===== config.mk =====
export PLATFORM = sky130hd
export DESIGN_NAME = prsd_decoder
export DESIGN_NICKNAME = d
export VERILOG_FILES = /design/src/inc/prsd_pkg.sv /design/src/design/prsd_group_sel.sv /design/src/design/prsd_class_lut.sv /design/src/design/prsd_decoder.sv
export VERILOG_INCLUDE_DIRS = /design/src /design/src/inc
export SDC_FILE = /design/constraint.sdc
export NUM_CORES = 1
export LEC_CHECK = 0
export ABC_AREA = 1
export BUFFER_PORTS_ARGS = -buffer_cell sky130_fd_sc_hd__buf_4
export CELL_PAD_IN_SITES_DETAIL_PLACEMENT = 1
export CELL_PAD_IN_SITES_GLOBAL_PLACEMENT = 1
export CORE_MARGIN = 3
export CORE_UTILIZATION = 35
export DETAILED_ROUTE_END_ITERATION = 8
export MAX_ROUTING_LAYER = met4
export PLACE_DENSITY_LB_ADDON = 0.1
export SLEW_MARGIN = 25
export SYNTH_ARGS = -nofsm -noshare
export SYNTH_HDL_FRONTEND = slang
export SYNTH_SLANG_ARGS = --single-unit

===== constraint.sdc =====
create_clock -name core_clk_in -period 3.6 [get_ports core_clk_in]
set_input_delay 0.9 -clock core_clk_in [delete_from_list [all_inputs] [get_ports core_clk_in]]
set_output_delay 0.9 -clock core_clk_in [all_outputs]
set_load 0.05 [all_outputs]

===== src/inc/prsd_cfg.svh =====
`ifndef PRSD_CFG_SVH
`define PRSD_CFG_SVH

// I/O window for forwarded normal registers
`define PRSD_IO_BASE     32'hE100_0000
`define PRSD_IO_NUM_LO   2
`define PRSD_NORMAL_CNT  256

// Group-selecting address bits
`define PRSD_GRP_BIT     24
`define PRSD_SUB_HI      23
`define PRSD_SUB_LO      22
`define PRSD_SUB_L2TAG   2'h0
`define PRSD_SUB_L2DEAL  2'h1
`define PRSD_SUB_L1TAG   2'h2
`define PRSD_SUB_L1PAR   2'h3

// Entry index fields per group
`define PRSD_L2_IDX_HI   20
`define PRSD_L2_IDX_LO   5
`define PRSD_L1T_IDX_HI  12
`define PRSD_L1T_IDX_LO  5
`define PRSD_L1P_IDX_HI  12
`define PRSD_L1P_IDX_LO  3

// One-hot group select positions
`define PRSD_G_NORMAL    0
`define PRSD_G_L2TAG     1
`define PRSD_G_L2DEAL    2
`define PRSD_G_L1TAG     3
`define PRSD_G_L1PAR     4

// Category classes
`define PRSD_CLS_EXT     2'h3

// Reset values
`define PRSD_ZERO32      32'h0000_0000

`endif


===== src/inc/prsd_pkg.sv =====
`include "prsd_cfg.svh"

package prsd_pkg;

   typedef struct packed {
      logic        write;
      logic [31:0] addr;
      logic [31:0] wdata;
   } prsd_req_t;

   typedef struct packed {
      logic [1:0] cls;
      logic [2:0] sub;
   } prsd_cat_t;

   typedef struct packed {
      logic [4:0]  grp;
      logic        fwd;
      logic [7:0]  num;
      logic [15:0] idx;
      logic [31:0] io_addr;
   } prsd_dec_t;

   typedef struct packed {
      logic        write;
      logic        mmu;
      logic [4:0]  grp;
      logic [7:0]  num;
      logic [15:0] idx;
      logic [31:0] wdata;
   } prsd_icmd_t;

   typedef struct packed {
      logic        write;
      logic [31:0] addr;
      logic [31:0] data;
   } prsd_bus_t;

endpackage


===== src/design/prsd_group_sel.sv =====
`timescale 1ns/1ns
`include "prsd_cfg.svh"
module prsd_group_sel
   import prsd_pkg::*;
(
   // Register address
   input  wire logic [31:0] addr_in,
   // Decode
   output logic      [4:0]  grp_out,
   output logic      [15:0] idx_out
);
   wire       is_grp = addr_in[`PRSD_GRP_BIT];
   wire [1:0] sub    = addr_in[`PRSD_SUB_HI:`PRSD_SUB_LO];
   wire [15:0] l2_idx  = addr_in[`PRSD_L2_IDX_HI:`PRSD_L2_IDX_LO];
   wire [7:0]  l1t_idx = addr_in[`PRSD_L1T_IDX_HI:`PRSD_L1T_IDX_LO];
   wire [9:0]  l1p_idx = addr_in[`PRSD_L1P_IDX_HI:`PRSD_L1P_IDX_LO];

   // Gaps between ranges fall into a group too; no zero
   assign grp_out[`PRSD_G_NORMAL] = !is_grp;
   assign grp_out[`PRSD_G_L2TAG]  = is_grp && (sub == `PRSD_SUB_L2TAG);
   assign grp_out[`PRSD_G_L2DEAL] = is_grp && (sub == `PRSD_SUB_L2DEAL);
   assign grp_out[`PRSD_G_L1TAG]  = is_grp && (sub == `PRSD_SUB_L1TAG);
   assign grp_out[`PRSD_G_L1PAR]  = is_grp && (sub == `PRSD_SUB_L1PAR);

   // Bit 7 of the tag index and bit 9 of the parity index pick the set
   assign idx_out = grp_out[`PRSD_G_L1PAR] ? {6'h00, l1p_idx} :
                    grp_out[`PRSD_G_L1TAG] ? {8'h00, l1t_idx} :
                    is_grp                 ? l2_idx : 16'h0000;
endmodule


===== src/design/prsd_class_lut.sv =====
`timescale 1ns/1ns
module prsd_class_lut
   import prsd_pkg::*;
(
   // Normal register number
   input  wire logic [7:0] num_in,
   // Category
   output prsd_cat_t       cat_out
);
   function automatic prsd_cat_t lookup(input logic [7:0] n);
      prsd_cat_t c;
      c = '{cls: 2'h3, sub: 3'h0};
      case (n) inside
         [8'h00:8'h04], [8'h10:8'h15], 8'h39, 8'h3A, 8'h3E, 8'h3F:
            c = '{cls: 2'h1, sub: 3'h1};
         [8'h08:8'h0D], 8'h38:
            c = '{cls: 2'h1, sub: 3'h2};
         8'h0E, 8'h26, 8'h2A, 8'h2B, [8'h7A:8'h7F]:
            c = '{cls: 2'h2, sub: 3'h1};
         8'h18:
            c = '{cls: 2'h2, sub: 3'h7};
         8'h19, 8'h1A:
            c = '{cls: 2'h3, sub: 3'h7};
         [8'h1B:8'h23], 8'h37, [8'h40:8'h44]:
            c = '{cls: 2'h2, sub: 3'h3};
         [8'h64:8'h66]:
            c = '{cls: 2'h2, sub: 3'h4};
         8'hA0, [8'hA2:8'hA8], 8'hAB, 8'hAC, 8'hAE, 8'hB0, 8'hB2, 8'hB4,
         8'hB6, 8'hB8, [8'hD0:8'hD4], 8'hD6, 8'hD7, [8'hE0:8'hEA], 8'hEC,
         8'hED, 8'hF2, 8'hF4, 8'hF8:
            c = '{cls: 2'h2, sub: 3'h5};
         8'hA1, 8'hA9, 8'hAA, 8'hAD, 8'hAF, 8'hB1, 8'hB3, 8'hB5, 8'hB7,
         [8'hB9:8'hCF], 8'hD5, [8'hD8:8'hDF], 8'hEB, [8'hEE:8'hF1], 8'hF3,
         [8'hF5:8'hF7], [8'hF9:8'hFF]:
            c = '{cls: 2'h2, sub: 3'h6};
         default:
            c = '{cls: 2'h3, sub: 3'h0};
      endcase
      return c;
   endfunction

   assign cat_out = lookup(num_in);
endmodule


===== src/design/prsd_decoder.sv =====
`timescale 1ns/1ns
`include "prsd_cfg.svh"
module prsd_decoder
   import prsd_pkg::*;
(
   // Clock and reset
   input  wire logic        core_clk_in,
   input  wire logic        rst_n_in,
   // Option strap pin
   input  wire logic        vm_opt_in,
   // Register reference request
   input  wire logic        req_valid_in,
   output logic             req_ready_out,
   input  wire prsd_req_t   req_in,
   // Completion
   output logic             done_out,
   output logic      [31:0] rdata_out,
   output logic             rsvd_hit_out,
   // Decode result
   output logic             dec_valid_out,
   output prsd_dec_t        dec_out,
   // Microcode path
   output logic             ucode_valid_out,
   output logic      [7:0]  ucode_num_out,
   input  wire logic        ucode_done_in,
   input  wire logic [31:0] ucode_rdata_in,
   // Internal command path
   output logic             icmd_valid_out,
   output prsd_icmd_t       icmd_out,
   input  wire logic        icmd_done_in,
   input  wire logic [31:0] icmd_rdata_in,
   // System bus command
   output logic             bus_valid_out,
   output prsd_bus_t        bus_out,
   input  wire logic        bus_ready_in,
   input  wire logic        bus_rsp_valid_in,
   input  wire logic [31:0] bus_rsp_data_in
);

   typedef enum logic [2:0] {
      ST_IDLE,
      ST_ROUTE,
      ST_UCODE,
      ST_ICMD,
      ST_BUS,
      ST_RSP,
      ST_DONE
   } prsd_state_t;

   prsd_state_t state_r;
   prsd_state_t state_nxt;

   // Strap synchroniser; value moves only when stages two and three agree
   logic vm_s1_r;
   logic vm_s2_r;
   logic vm_s3_r;
   logic vm_opt_r;
   wire  vm_agree = (vm_s2_r == vm_s3_r);

   always_ff @(posedge core_clk_in) begin
      if (!rst_n_in) begin
         vm_s1_r <= 1'b0;
         vm_s2_r <= 1'b0;
         vm_s3_r <= 1'b0;
      end else begin
         vm_s1_r <= vm_opt_in;
         vm_s2_r <= vm_s1_r;
         vm_s3_r <= vm_s2_r;
      end
   end

   // A strap bouncing between stages keeps the old option value
   always_ff @(posedge core_clk_in) begin
      if (!rst_n_in) begin
         vm_opt_r <= 1'b0;
      end else if (vm_agree) begin
         vm_opt_r <= vm_s3_r;
      end
   end

   // Combinational decode of the incoming request
   logic [4:0]  grp_w;
   logic [15:0] idx_w;
   prsd_cat_t   cat_w;

   prsd_group_sel u_group_sel (
      .addr_in (req_in.addr),
      .grp_out (grp_w),
      .idx_out (idx_w)
   );

   // Upper bits of normal addresses are ignored, not faulted
   wire [7:0] num_w = req_in.addr[7:0];

   prsd_class_lut u_class_lut (
      .num_in  (num_w),
      .cat_out (cat_w)
   );

   wire normal_w = grp_w[`PRSD_G_NORMAL];
   wire cls_ext  = (cat_w.cls == `PRSD_CLS_EXT);
   wire sub_uc   = (cat_w.sub == 3'h1);
   wire sub_mmu  = (cat_w.sub == 3'h2);
   wire sub_cf   = (cat_w.sub == 3'h3);
   wire sub_vm   = (cat_w.sub == 3'h4);
   wire sub_cmd  = (cat_w.sub == 3'h5);
   wire sub_rsv  = (cat_w.sub == 3'h6);
   wire sub_tmr  = (cat_w.sub == 3'h7);

   // Routing of the current reference
   wire go_ext  = normal_w && cls_ext;
   wire go_uc   = normal_w && !cls_ext &&
                  (sub_uc || (sub_vm && vm_opt_r));
   wire go_cf   = normal_w && !cls_ext &&
                  (sub_cf || (sub_vm && !vm_opt_r));
   wire go_icmd = normal_w && !cls_ext &&
                  (sub_mmu || sub_cmd || sub_tmr);
   wire go_rsv  = normal_w && !cls_ext && sub_rsv;
   wire fwd_w   = go_ext || go_cf;

   // Only the register number enters the I/O window
   wire [31:0] io_addr_w = `PRSD_IO_BASE |
                           {22'h00_0000, num_w, 2'h0};

   wire req_take = req_valid_in && (state_r == ST_IDLE);

   // Captured reference
   prsd_req_t req_r;
   prsd_dec_t dec_r;
   logic      dvalid_r;
   logic      r_uc_r;
   logic      r_cf_r;
   logic      r_ext_r;
   logic      r_rsv_r;
   logic      r_mmu_r;

   // One-cycle pulse marks the decode result
   always_ff @(posedge core_clk_in) begin
      if (!rst_n_in) begin
         dvalid_r <= 1'b0;
      end else begin
         dvalid_r <= req_take;
      end
   end

   always_ff @(posedge core_clk_in) begin
      if (!rst_n_in) begin
         req_r <= '0;
         dec_r <= '0;
      end else if (req_take) begin
         req_r         <= req_in;
         dec_r.grp     <= grp_w;
         dec_r.fwd     <= fwd_w;
         dec_r.num     <= num_w;
         dec_r.idx     <= idx_w;
         dec_r.io_addr <= fwd_w ? io_addr_w : `PRSD_ZERO32;
      end
   end

   // Route flags frozen per reference, so a late strap move cannot reroute it
   always_ff @(posedge core_clk_in) begin
      if (!rst_n_in) begin
         r_uc_r  <= 1'b0;
         r_cf_r  <= 1'b0;
         r_ext_r <= 1'b0;
         r_rsv_r <= 1'b0;
         r_mmu_r <= 1'b0;
      end else if (req_take) begin
         r_uc_r  <= go_uc;
         r_cf_r  <= go_cf;
         r_ext_r <= go_ext;
         r_rsv_r <= go_rsv;
         r_mmu_r <= normal_w && sub_mmu;
      end
   end

   // Next state
   always_comb begin
      state_nxt = state_r;
      case (state_r)
         ST_IDLE: begin
            if (req_valid_in) begin
               state_nxt = ST_ROUTE;
            end
         end
         ST_ROUTE: begin
            if (r_ext_r) begin
               state_nxt = ST_BUS;
            end else if (r_uc_r) begin
               state_nxt = ST_UCODE;
            end else if (r_rsv_r) begin
               state_nxt = ST_DONE;
            end else begin
               state_nxt = ST_ICMD;
            end
         end
         ST_UCODE: begin
            if (ucode_done_in) begin
               state_nxt = ST_DONE;
            end
         end
         ST_ICMD: begin
            if (icmd_done_in) begin
               state_nxt = r_cf_r ? ST_BUS : ST_DONE;
            end
         end
         ST_BUS: begin
            if (bus_ready_in) begin
               state_nxt = req_r.write ? ST_DONE : ST_RSP;
            end
         end
         ST_RSP: begin
            if (bus_rsp_valid_in) begin
               state_nxt = ST_DONE;
            end
         end
         ST_DONE: begin
            state_nxt = ST_IDLE;
         end
         default: begin
            state_nxt = ST_IDLE;
         end
      endcase
   end

   // Read data capture
   logic [31:0] rdata_r;
   logic [31:0] rdata_nxt;
   logic        rsv_hit_r;

   wire uc_fin  = (state_r == ST_UCODE) && ucode_done_in;
   wire ic_fin  = (state_r == ST_ICMD) && icmd_done_in && !r_cf_r;
   wire rsp_fin = (state_r == ST_RSP) && bus_rsp_valid_in;
   wire rsv_fin = (state_r == ST_ROUTE) && r_rsv_r;

   // Reserved entries read back as zero rather than stale data
   assign rdata_nxt = uc_fin  ? ucode_rdata_in  :
                      ic_fin  ? icmd_rdata_in   :
                      rsp_fin ? bus_rsp_data_in :
                      (rsv_fin || req_take) ? `PRSD_ZERO32 : rdata_r;

   always_ff @(posedge core_clk_in) begin
      if (!rst_n_in) begin
         state_r <= ST_IDLE;
      end else begin
         state_r <= state_nxt;
      end
   end

   always_ff @(posedge core_clk_in) begin
      if (!rst_n_in) begin
         rdata_r <= `PRSD_ZERO32;
      end else begin
         rdata_r <= rdata_nxt;
      end
   end

   // Hit flag stands until the next accept so it can be looked at late
   always_ff @(posedge core_clk_in) begin
      if (!rst_n_in) begin
         rsv_hit_r <= 1'b0;
      end else if (req_take) begin
         rsv_hit_r <= 1'b0;
      end else if (rsv_fin) begin
         rsv_hit_r <= 1'b1;
      end
   end

   // Outgoing command registers, loaded while routing
   prsd_icmd_t icmd_r;
   prsd_bus_t  bus_r;
   logic [7:0] ucnum_r;

   // Cache groups carry their entry index, normal ones their number
   always_ff @(posedge core_clk_in) begin
      if (!rst_n_in) begin
         icmd_r <= '0;
      end else if (state_r == ST_ROUTE) begin
         icmd_r.write <= req_r.write;
         icmd_r.mmu   <= r_mmu_r;
         icmd_r.grp   <= dec_r.grp;
         icmd_r.num   <= dec_r.num;
         icmd_r.idx   <= dec_r.idx;
         icmd_r.wdata <= req_r.wdata;
      end
   end

   // Read commands carry zero data so nothing stale leaks onto the bus
   always_ff @(posedge core_clk_in) begin
      if (!rst_n_in) begin
         bus_r <= '0;
      end else if (state_r == ST_ROUTE) begin
         bus_r.write <= req_r.write;
         bus_r.addr  <= dec_r.io_addr;
         bus_r.data  <= req_r.write ? req_r.wdata : `PRSD_ZERO32;
      end
   end

   always_ff @(posedge core_clk_in) begin
      if (!rst_n_in) begin
         ucnum_r <= 8'h00;
      end else if (state_r == ST_ROUTE) begin
         ucnum_r <= dec_r.num;
      end
   end

   // Bus request only ever leaves for forwarded normal registers
   assign bus_valid_out   = (state_r == ST_BUS) && dec_r.fwd;
   assign bus_out         = bus_r;
   assign icmd_valid_out  = (state_r == ST_ICMD);
   assign icmd_out        = icmd_r;
   assign ucode_valid_out = (state_r == ST_UCODE);
   assign ucode_num_out   = ucnum_r;

   assign req_ready_out = (state_r == ST_IDLE);
   assign dec_valid_out = dvalid_r;
   assign dec_out       = dec_r;
   assign done_out      = (state_r == ST_DONE);
   assign rdata_out     = rdata_r;
   assign rsvd_hit_out  = rsv_hit_r;

endmodule


# Yosys cells after proc, flatten, opt, wreduce, memory -nomap -nowiden
# Index checks and enable logic that the tools add are counted.
dict set report totals {
  reg_bits 268
  latch_bits 0
  mem_bits_rw 0
  romBits 0
  wordCells 204
  memories 0
}
dict set report op_classes {
  n_addsub 0
  mul 0
  div 0
  n_lt_le_gt_ge 30
  n_eq_ne 62
  shifts 0
  mux 29
  bitwise 1
  n_reduce_logical 54
}
# op count
set op_table {}
lappend op_table {{$eq A8 B8 Y1 const B} 28}
lappend op_table {{$mux W32} 6}
lappend op_table {{$eq A8 B6 Y1 const B} 9}
lappend op_table {{$ge A8 B8 Y1 const B} 8}
lappend op_table {{$le A8 B8 Y1 const B} 8}
lappend op_table {{$mux W16} 3}
lappend op_table {{$mux W5} 7}
lappend op_table {{$logic_and A1 B1 Y1} 34}
lappend op_table {{$eq A8 B5 Y1 const B} 3}
lappend op_table {{$ge A8 B7 Y1 const B} 3}
lappend op_table {{$le A8 B7 Y1 const B} 3}
lappend op_table {{$mux W3} 8}
lappend op_table {{$reduce_or A19 Y1} 1}
lappend op_table {{$pmux W3 S6} 1}
lappend op_table {{$reduce_or A17 Y1} 1}
lappend op_table {{$ge A8 B5 Y1 const B} 2}
lappend op_table {{$eq A3 B3 Y1 const B} 5}
lappend op_table {{$eq A3 B2 Y1 const B} 4}
lappend op_table {{$eq A8 B4 Y1 const B} 1}
lappend op_table {{$ge A8 B1 Y1 const B} 1}
lappend op_table {{$ge A8 B4 Y1 const B} 1}
lappend op_table {{$le A8 B3 Y1 const B} 1}
lappend op_table {{$le A8 B4 Y1 const B} 1}
lappend op_table {{$le A8 B5 Y1 const B} 1}
lappend op_table {{20 further kinds} 36}

# Longest topological paths before layout
dict set report depth {
  ltp_word 18
  ltp_mapped 15
  depth_no_buf 14
}

# Hierarchy
# From an unflattened synthesis, not the netlist that was laid out.
dict set report unflattened {
  cells_unflattened 1377
  area_unflattened_um2 10068.4
}
# module instances cells_per_inst area_each_um2 seq_area_each_um2
set modules_own_cells {}
lappend modules_own_cells {prsd_decoder 1 1159 9057.4 4424.2}
lappend modules_own_cells {prsd_class_lut 1 162 729.4 0.0}
lappend modules_own_cells {prsd_group_sel 1 56 281.5 0.0}

# Worst setup path after synthesis
# No wires, ideal clock.
dict set report synth_timing {
  path_kind {register to output}
  start {reg, netlist name dec_out[30]}
  end {out bus_valid_out}
  t_arrival_ns 1.491
  required_time_ns 2.700
  setup_slack_ns 1.209
  stages_incl_launch_ff 3
  path_cell_list {dfxtp_1 > inv_1 > nor2_1}
}
# item line
set synth_rtl {}
lappend synth_rtl {{end, declared} prsd_decoder.sv:33} ;# output logic bus_valid_out,

# Worst setup path in the final report
dict set report layout_timing {
  start {reg state_r[0]}
  end {out icmd_valid_out}
}
dict set report layout_via {
  elab_chain_len 1
}
# item line
set layout_lines {}
lappend layout_lines {{start, declared} prsd_decoder.sv:50} ;# prsd_state_t state_r;
lappend layout_lines {{start signal, assigned} prsd_decoder.sv:246} ;# state_r <= state_nxt;
lappend layout_lines {{$eq A3 B2 Y1} prsd_decoder.sv:310} ;# assign icmd_valid_out = (state_r == ST_ICMD);
lappend layout_lines {{end, declared} prsd_decoder.sv:28} ;# output logic icmd_valid_out,
# No other way between the ends.

==> summary.md <==
| Metric | Value |
|---|---|
| Clk_skew | 0.00915 ns |
| Synth Area in XOR/XNOR | 0 |
| Setup crit end kind | output pin |
| Area of the mapped netlist | 9240 um2 |
| Fin crit share | 0.721 |
| Compound-Gate Fraction of Synth Area | 0.175 |
| Slew HR | 0.302 |
| Post-route ant nets | 0 |
| CTS Buffer Depth | 3 |
| Vias in the first global route | 9,542 |
| Post_cts resized | 0 |
| Synthesis Warnings | 0 |
| Vias/cell | 5.07 |
| Top cells by area, synth | dfxtp_1 (48%), nand2_1 (13%), nor2_1 (5.9%), buf_4 (4.7%), a21oi_1 (4.2%) |
| Crit path time final | 2.59 ns |
| Post-synth top area cell | dfxtp_1 |
| CTS root buffer | clkbuf_16 |
| Max FO, Critical Path | 6 |
| # clock sinks | 221 |
| Syn avg cell area | 7.54 um2 |
| Area delta synth->final | 36.9% |
| Synth unique cells | 35 |
| Final WL | 36.2 mm |
| Slowest cell delay on critical path | 0.43 ns |
| Share of cells above drive strength 1 | 0.283 |
| CTS tree | done |
| Top_reg_cell synth | dfxtp_1 |
| RSZ-0062 raised after global routing | false |
| Register area | 4420 um2 |
| Initial DRC count | 491 |
| Total number of vias | 9,509 |
| Setup Crit Path Kind | flop to output pin |
| DRC viols | 0 |
| Pwr Density | 786 nW/um2 |
| Routed WL per cell | 19.3 um |
| # rows | 58 |
| Simple-gate share of the synthesized area | 0.245 |
| H-tree depth | 1 |
| Synth Instances | 1,225 |
| Core Region | 25,500 um2 |
| FFs w/ async S/R, synth | 0 |
| Starting Density | 0.362 |
| Total grt overflow | 0 |
| Hold_buf cts | 0 |
| Post-synthesis mux area share | 0 |
| Clock Latency Late Sink | 0.54 ns |
| Seq/Total Area, Yosys | 0.479 |
| Status | finished clean |
| Worst-Margin Slew | 1.04 ns |
| Crit path max-delay cell type | dfxtp_1 |
| Adder-Cell Fraction of Synth Area | 0 |
| Final net count | 1,699 |
| CP required | 2.70 ns |
| DR pass1 iterations | 4 |
| EDFF count, synth | 0 |
| Worst VDD drop | 0.561 mV |
| Hpwl dp | 26.0 mm |
| Pins Over Slew Limit | 0 |
| DIE AREA | 28,400 um2 |
| Number of top-level pins | 406 |
| Fmax achieved | 0.385 GHz |
| Critical-path cell list | nand2_1 > nor2_1 > buf_4 |
| Setup violations, final | 0 |
| Largest net degree at the start of global routing | 97 |
| Synthesized flop and latch total | 221 |
| First-pass GRT wire length | 55.3 mm |
| Area occupied by multi-input gates | 4040 um2 |
| PortBufs | 357 |
| CTS Buf Count | 25 |
| Top-area cell type share of the netlist area | 0.479 |
| Startpoint types | flop |
| Pre-CTS setup slack | 0.894 ns |
| Die X-Extent | 168 um |
| Max cap viols | 0 |
| Setup TNS | 0 ns |
| Post-CTS Setup Bufs | 0 |
| Setup ws final | 1.01 ns |
| # fillers | 3,206 |
| GRT Total Usage | 0.248 |
| Main combinational cell family by area after synthesis | simple AND/OR/NAND/NOR gates |
| Die Ht | 168 um |
| Pleak | 5.70 nW |
| Top-count cell post-synth | nand2_1 |
| Clock slew at reported path FFs | 0.06 ns |
| GP Congestion | 0.876 |
| Commonest cells post-synth | nand2_1 (325), dfxtp_1 (221), nor2_1 (144), a21oi_1 (77), o21ai_0 (76) |
| Critical path arrival | 1.69 ns |
| Initial antenna violation count | 1 |
| Hold Vio Cnt, Final | 0 |
| Min-Delay Path Class | flop to flop |
## sequential cells by signal, summed over array words and instances (netlist names), 3 cells and up
name / count
rdata_out: 32
dec_out: 38
state_r: 3
icmd_out: 54
bus_out: 42
req_r: 33
ucode_num_out: 8
## cell usage in the layout (no fill, tap or decap), types with 2 or more instances in the layout
master | netlist | final
conb_1 | 1 | 40
nor2_4 | 1 | 2
o21ai_1 | 4 | 4
o211ai_1 | 3 | 3
nor3_1 | 6 | 6
clkbuf_1 | 49 | 7
inv_1 | 38 | 37
clkinv_2 | 0 | 6
clkbuf_16 | 0 | 25
a31oi_1 | 22 | 22
inv_2 | 13 | 12
a22oi_1 | 21 | 21
nand3_1 | 61 | 61
a41oi_1 | 13 | 13
clkbuf_8 | 0 | 5
nand2_1 | 325 | 325
a21oi_1 | 77 | 77
nor2_2 | 5 | 7
dfxtp_1 | 221 | 221
a32o_1 | 8 | 8
o22ai_1 | 2 | 2
nand2_2 | 4 | 4
o21ai_0 | 76 | 76
a22o_1 | 32 | 32
buf_4 | 58 | 370
nor2_1 | 144 | 141
nand4_1 | 7 | 7
## worst paths after layout
| kind | cells past startpoint | slack [ns] | to | start |
|---|---|---|---|---|
| min reg2reg | 2 | 0.42 | vm_s2_r | vm_s1_r |
| max reg2reg | 6 | 1.28 | bus_out[38] | state_r[0] |
| min | 2 | 0.42 | vm_s2_r | vm_s1_r |
| max | 3 | 1.01 | icmd_valid_out | state_r[0] |
## per-layer routing
metal	vias up	global-route usage	part of all wire
met1	4566	0.305	0.42
li1	4589	-	-
met3	57	0.0514	0.067
met5	-	-	0
met4	0	0.0676	0.026
met2	297	0.415	0.49
## power breakdown
group          internal (mW)  leakage, nW  switching [mW]
logic                   1.11         3.52            3.15
registers               2.92         1.80           0.329
clock network           1.38        0.378            1.05
## final cells by class
type,count,share of cell area
clock buffer,37,0.0570
antenna,1,0.000198
clock inverter,6,0.00376
sequential,221,0.350
timing repair buffer,371,0.221
tap,330,0.0326
multi-input combinational,859,0.320
inverter,52,0.0156
## kinds of logic after synthesis
group / Yosys count
buffers and inverters: 184
AND/OR/NAND/NOR: 558
flip-flops: 221
AO/OA/AOI/OAI: 261
other: 1
## worst max-delay path, delay by kind of cell, from the launching register on
kind	cells	cell delay, ns
and+or+nand+nor	2	0.45
DFF	1	0.43
buffers and inverters	1	0.28
## metrics by stage
step                      instance area [um2]  total power, mW  hold slack (ns)   util  std cells
after floorplan                          9390             6.25            0.390      -       1264
after global placement                  11900             7.52            0.399  0.465       1833
after detailed placement                11900             7.57            0.411  0.465       1833
after CTS                               12600             10.0            0.425  0.495       1876
after global routing                    12600             10.5            0.464  0.495       1877
final                                   12600             9.95            0.421  0.495       1877
(Power assumes the default switching activity.)
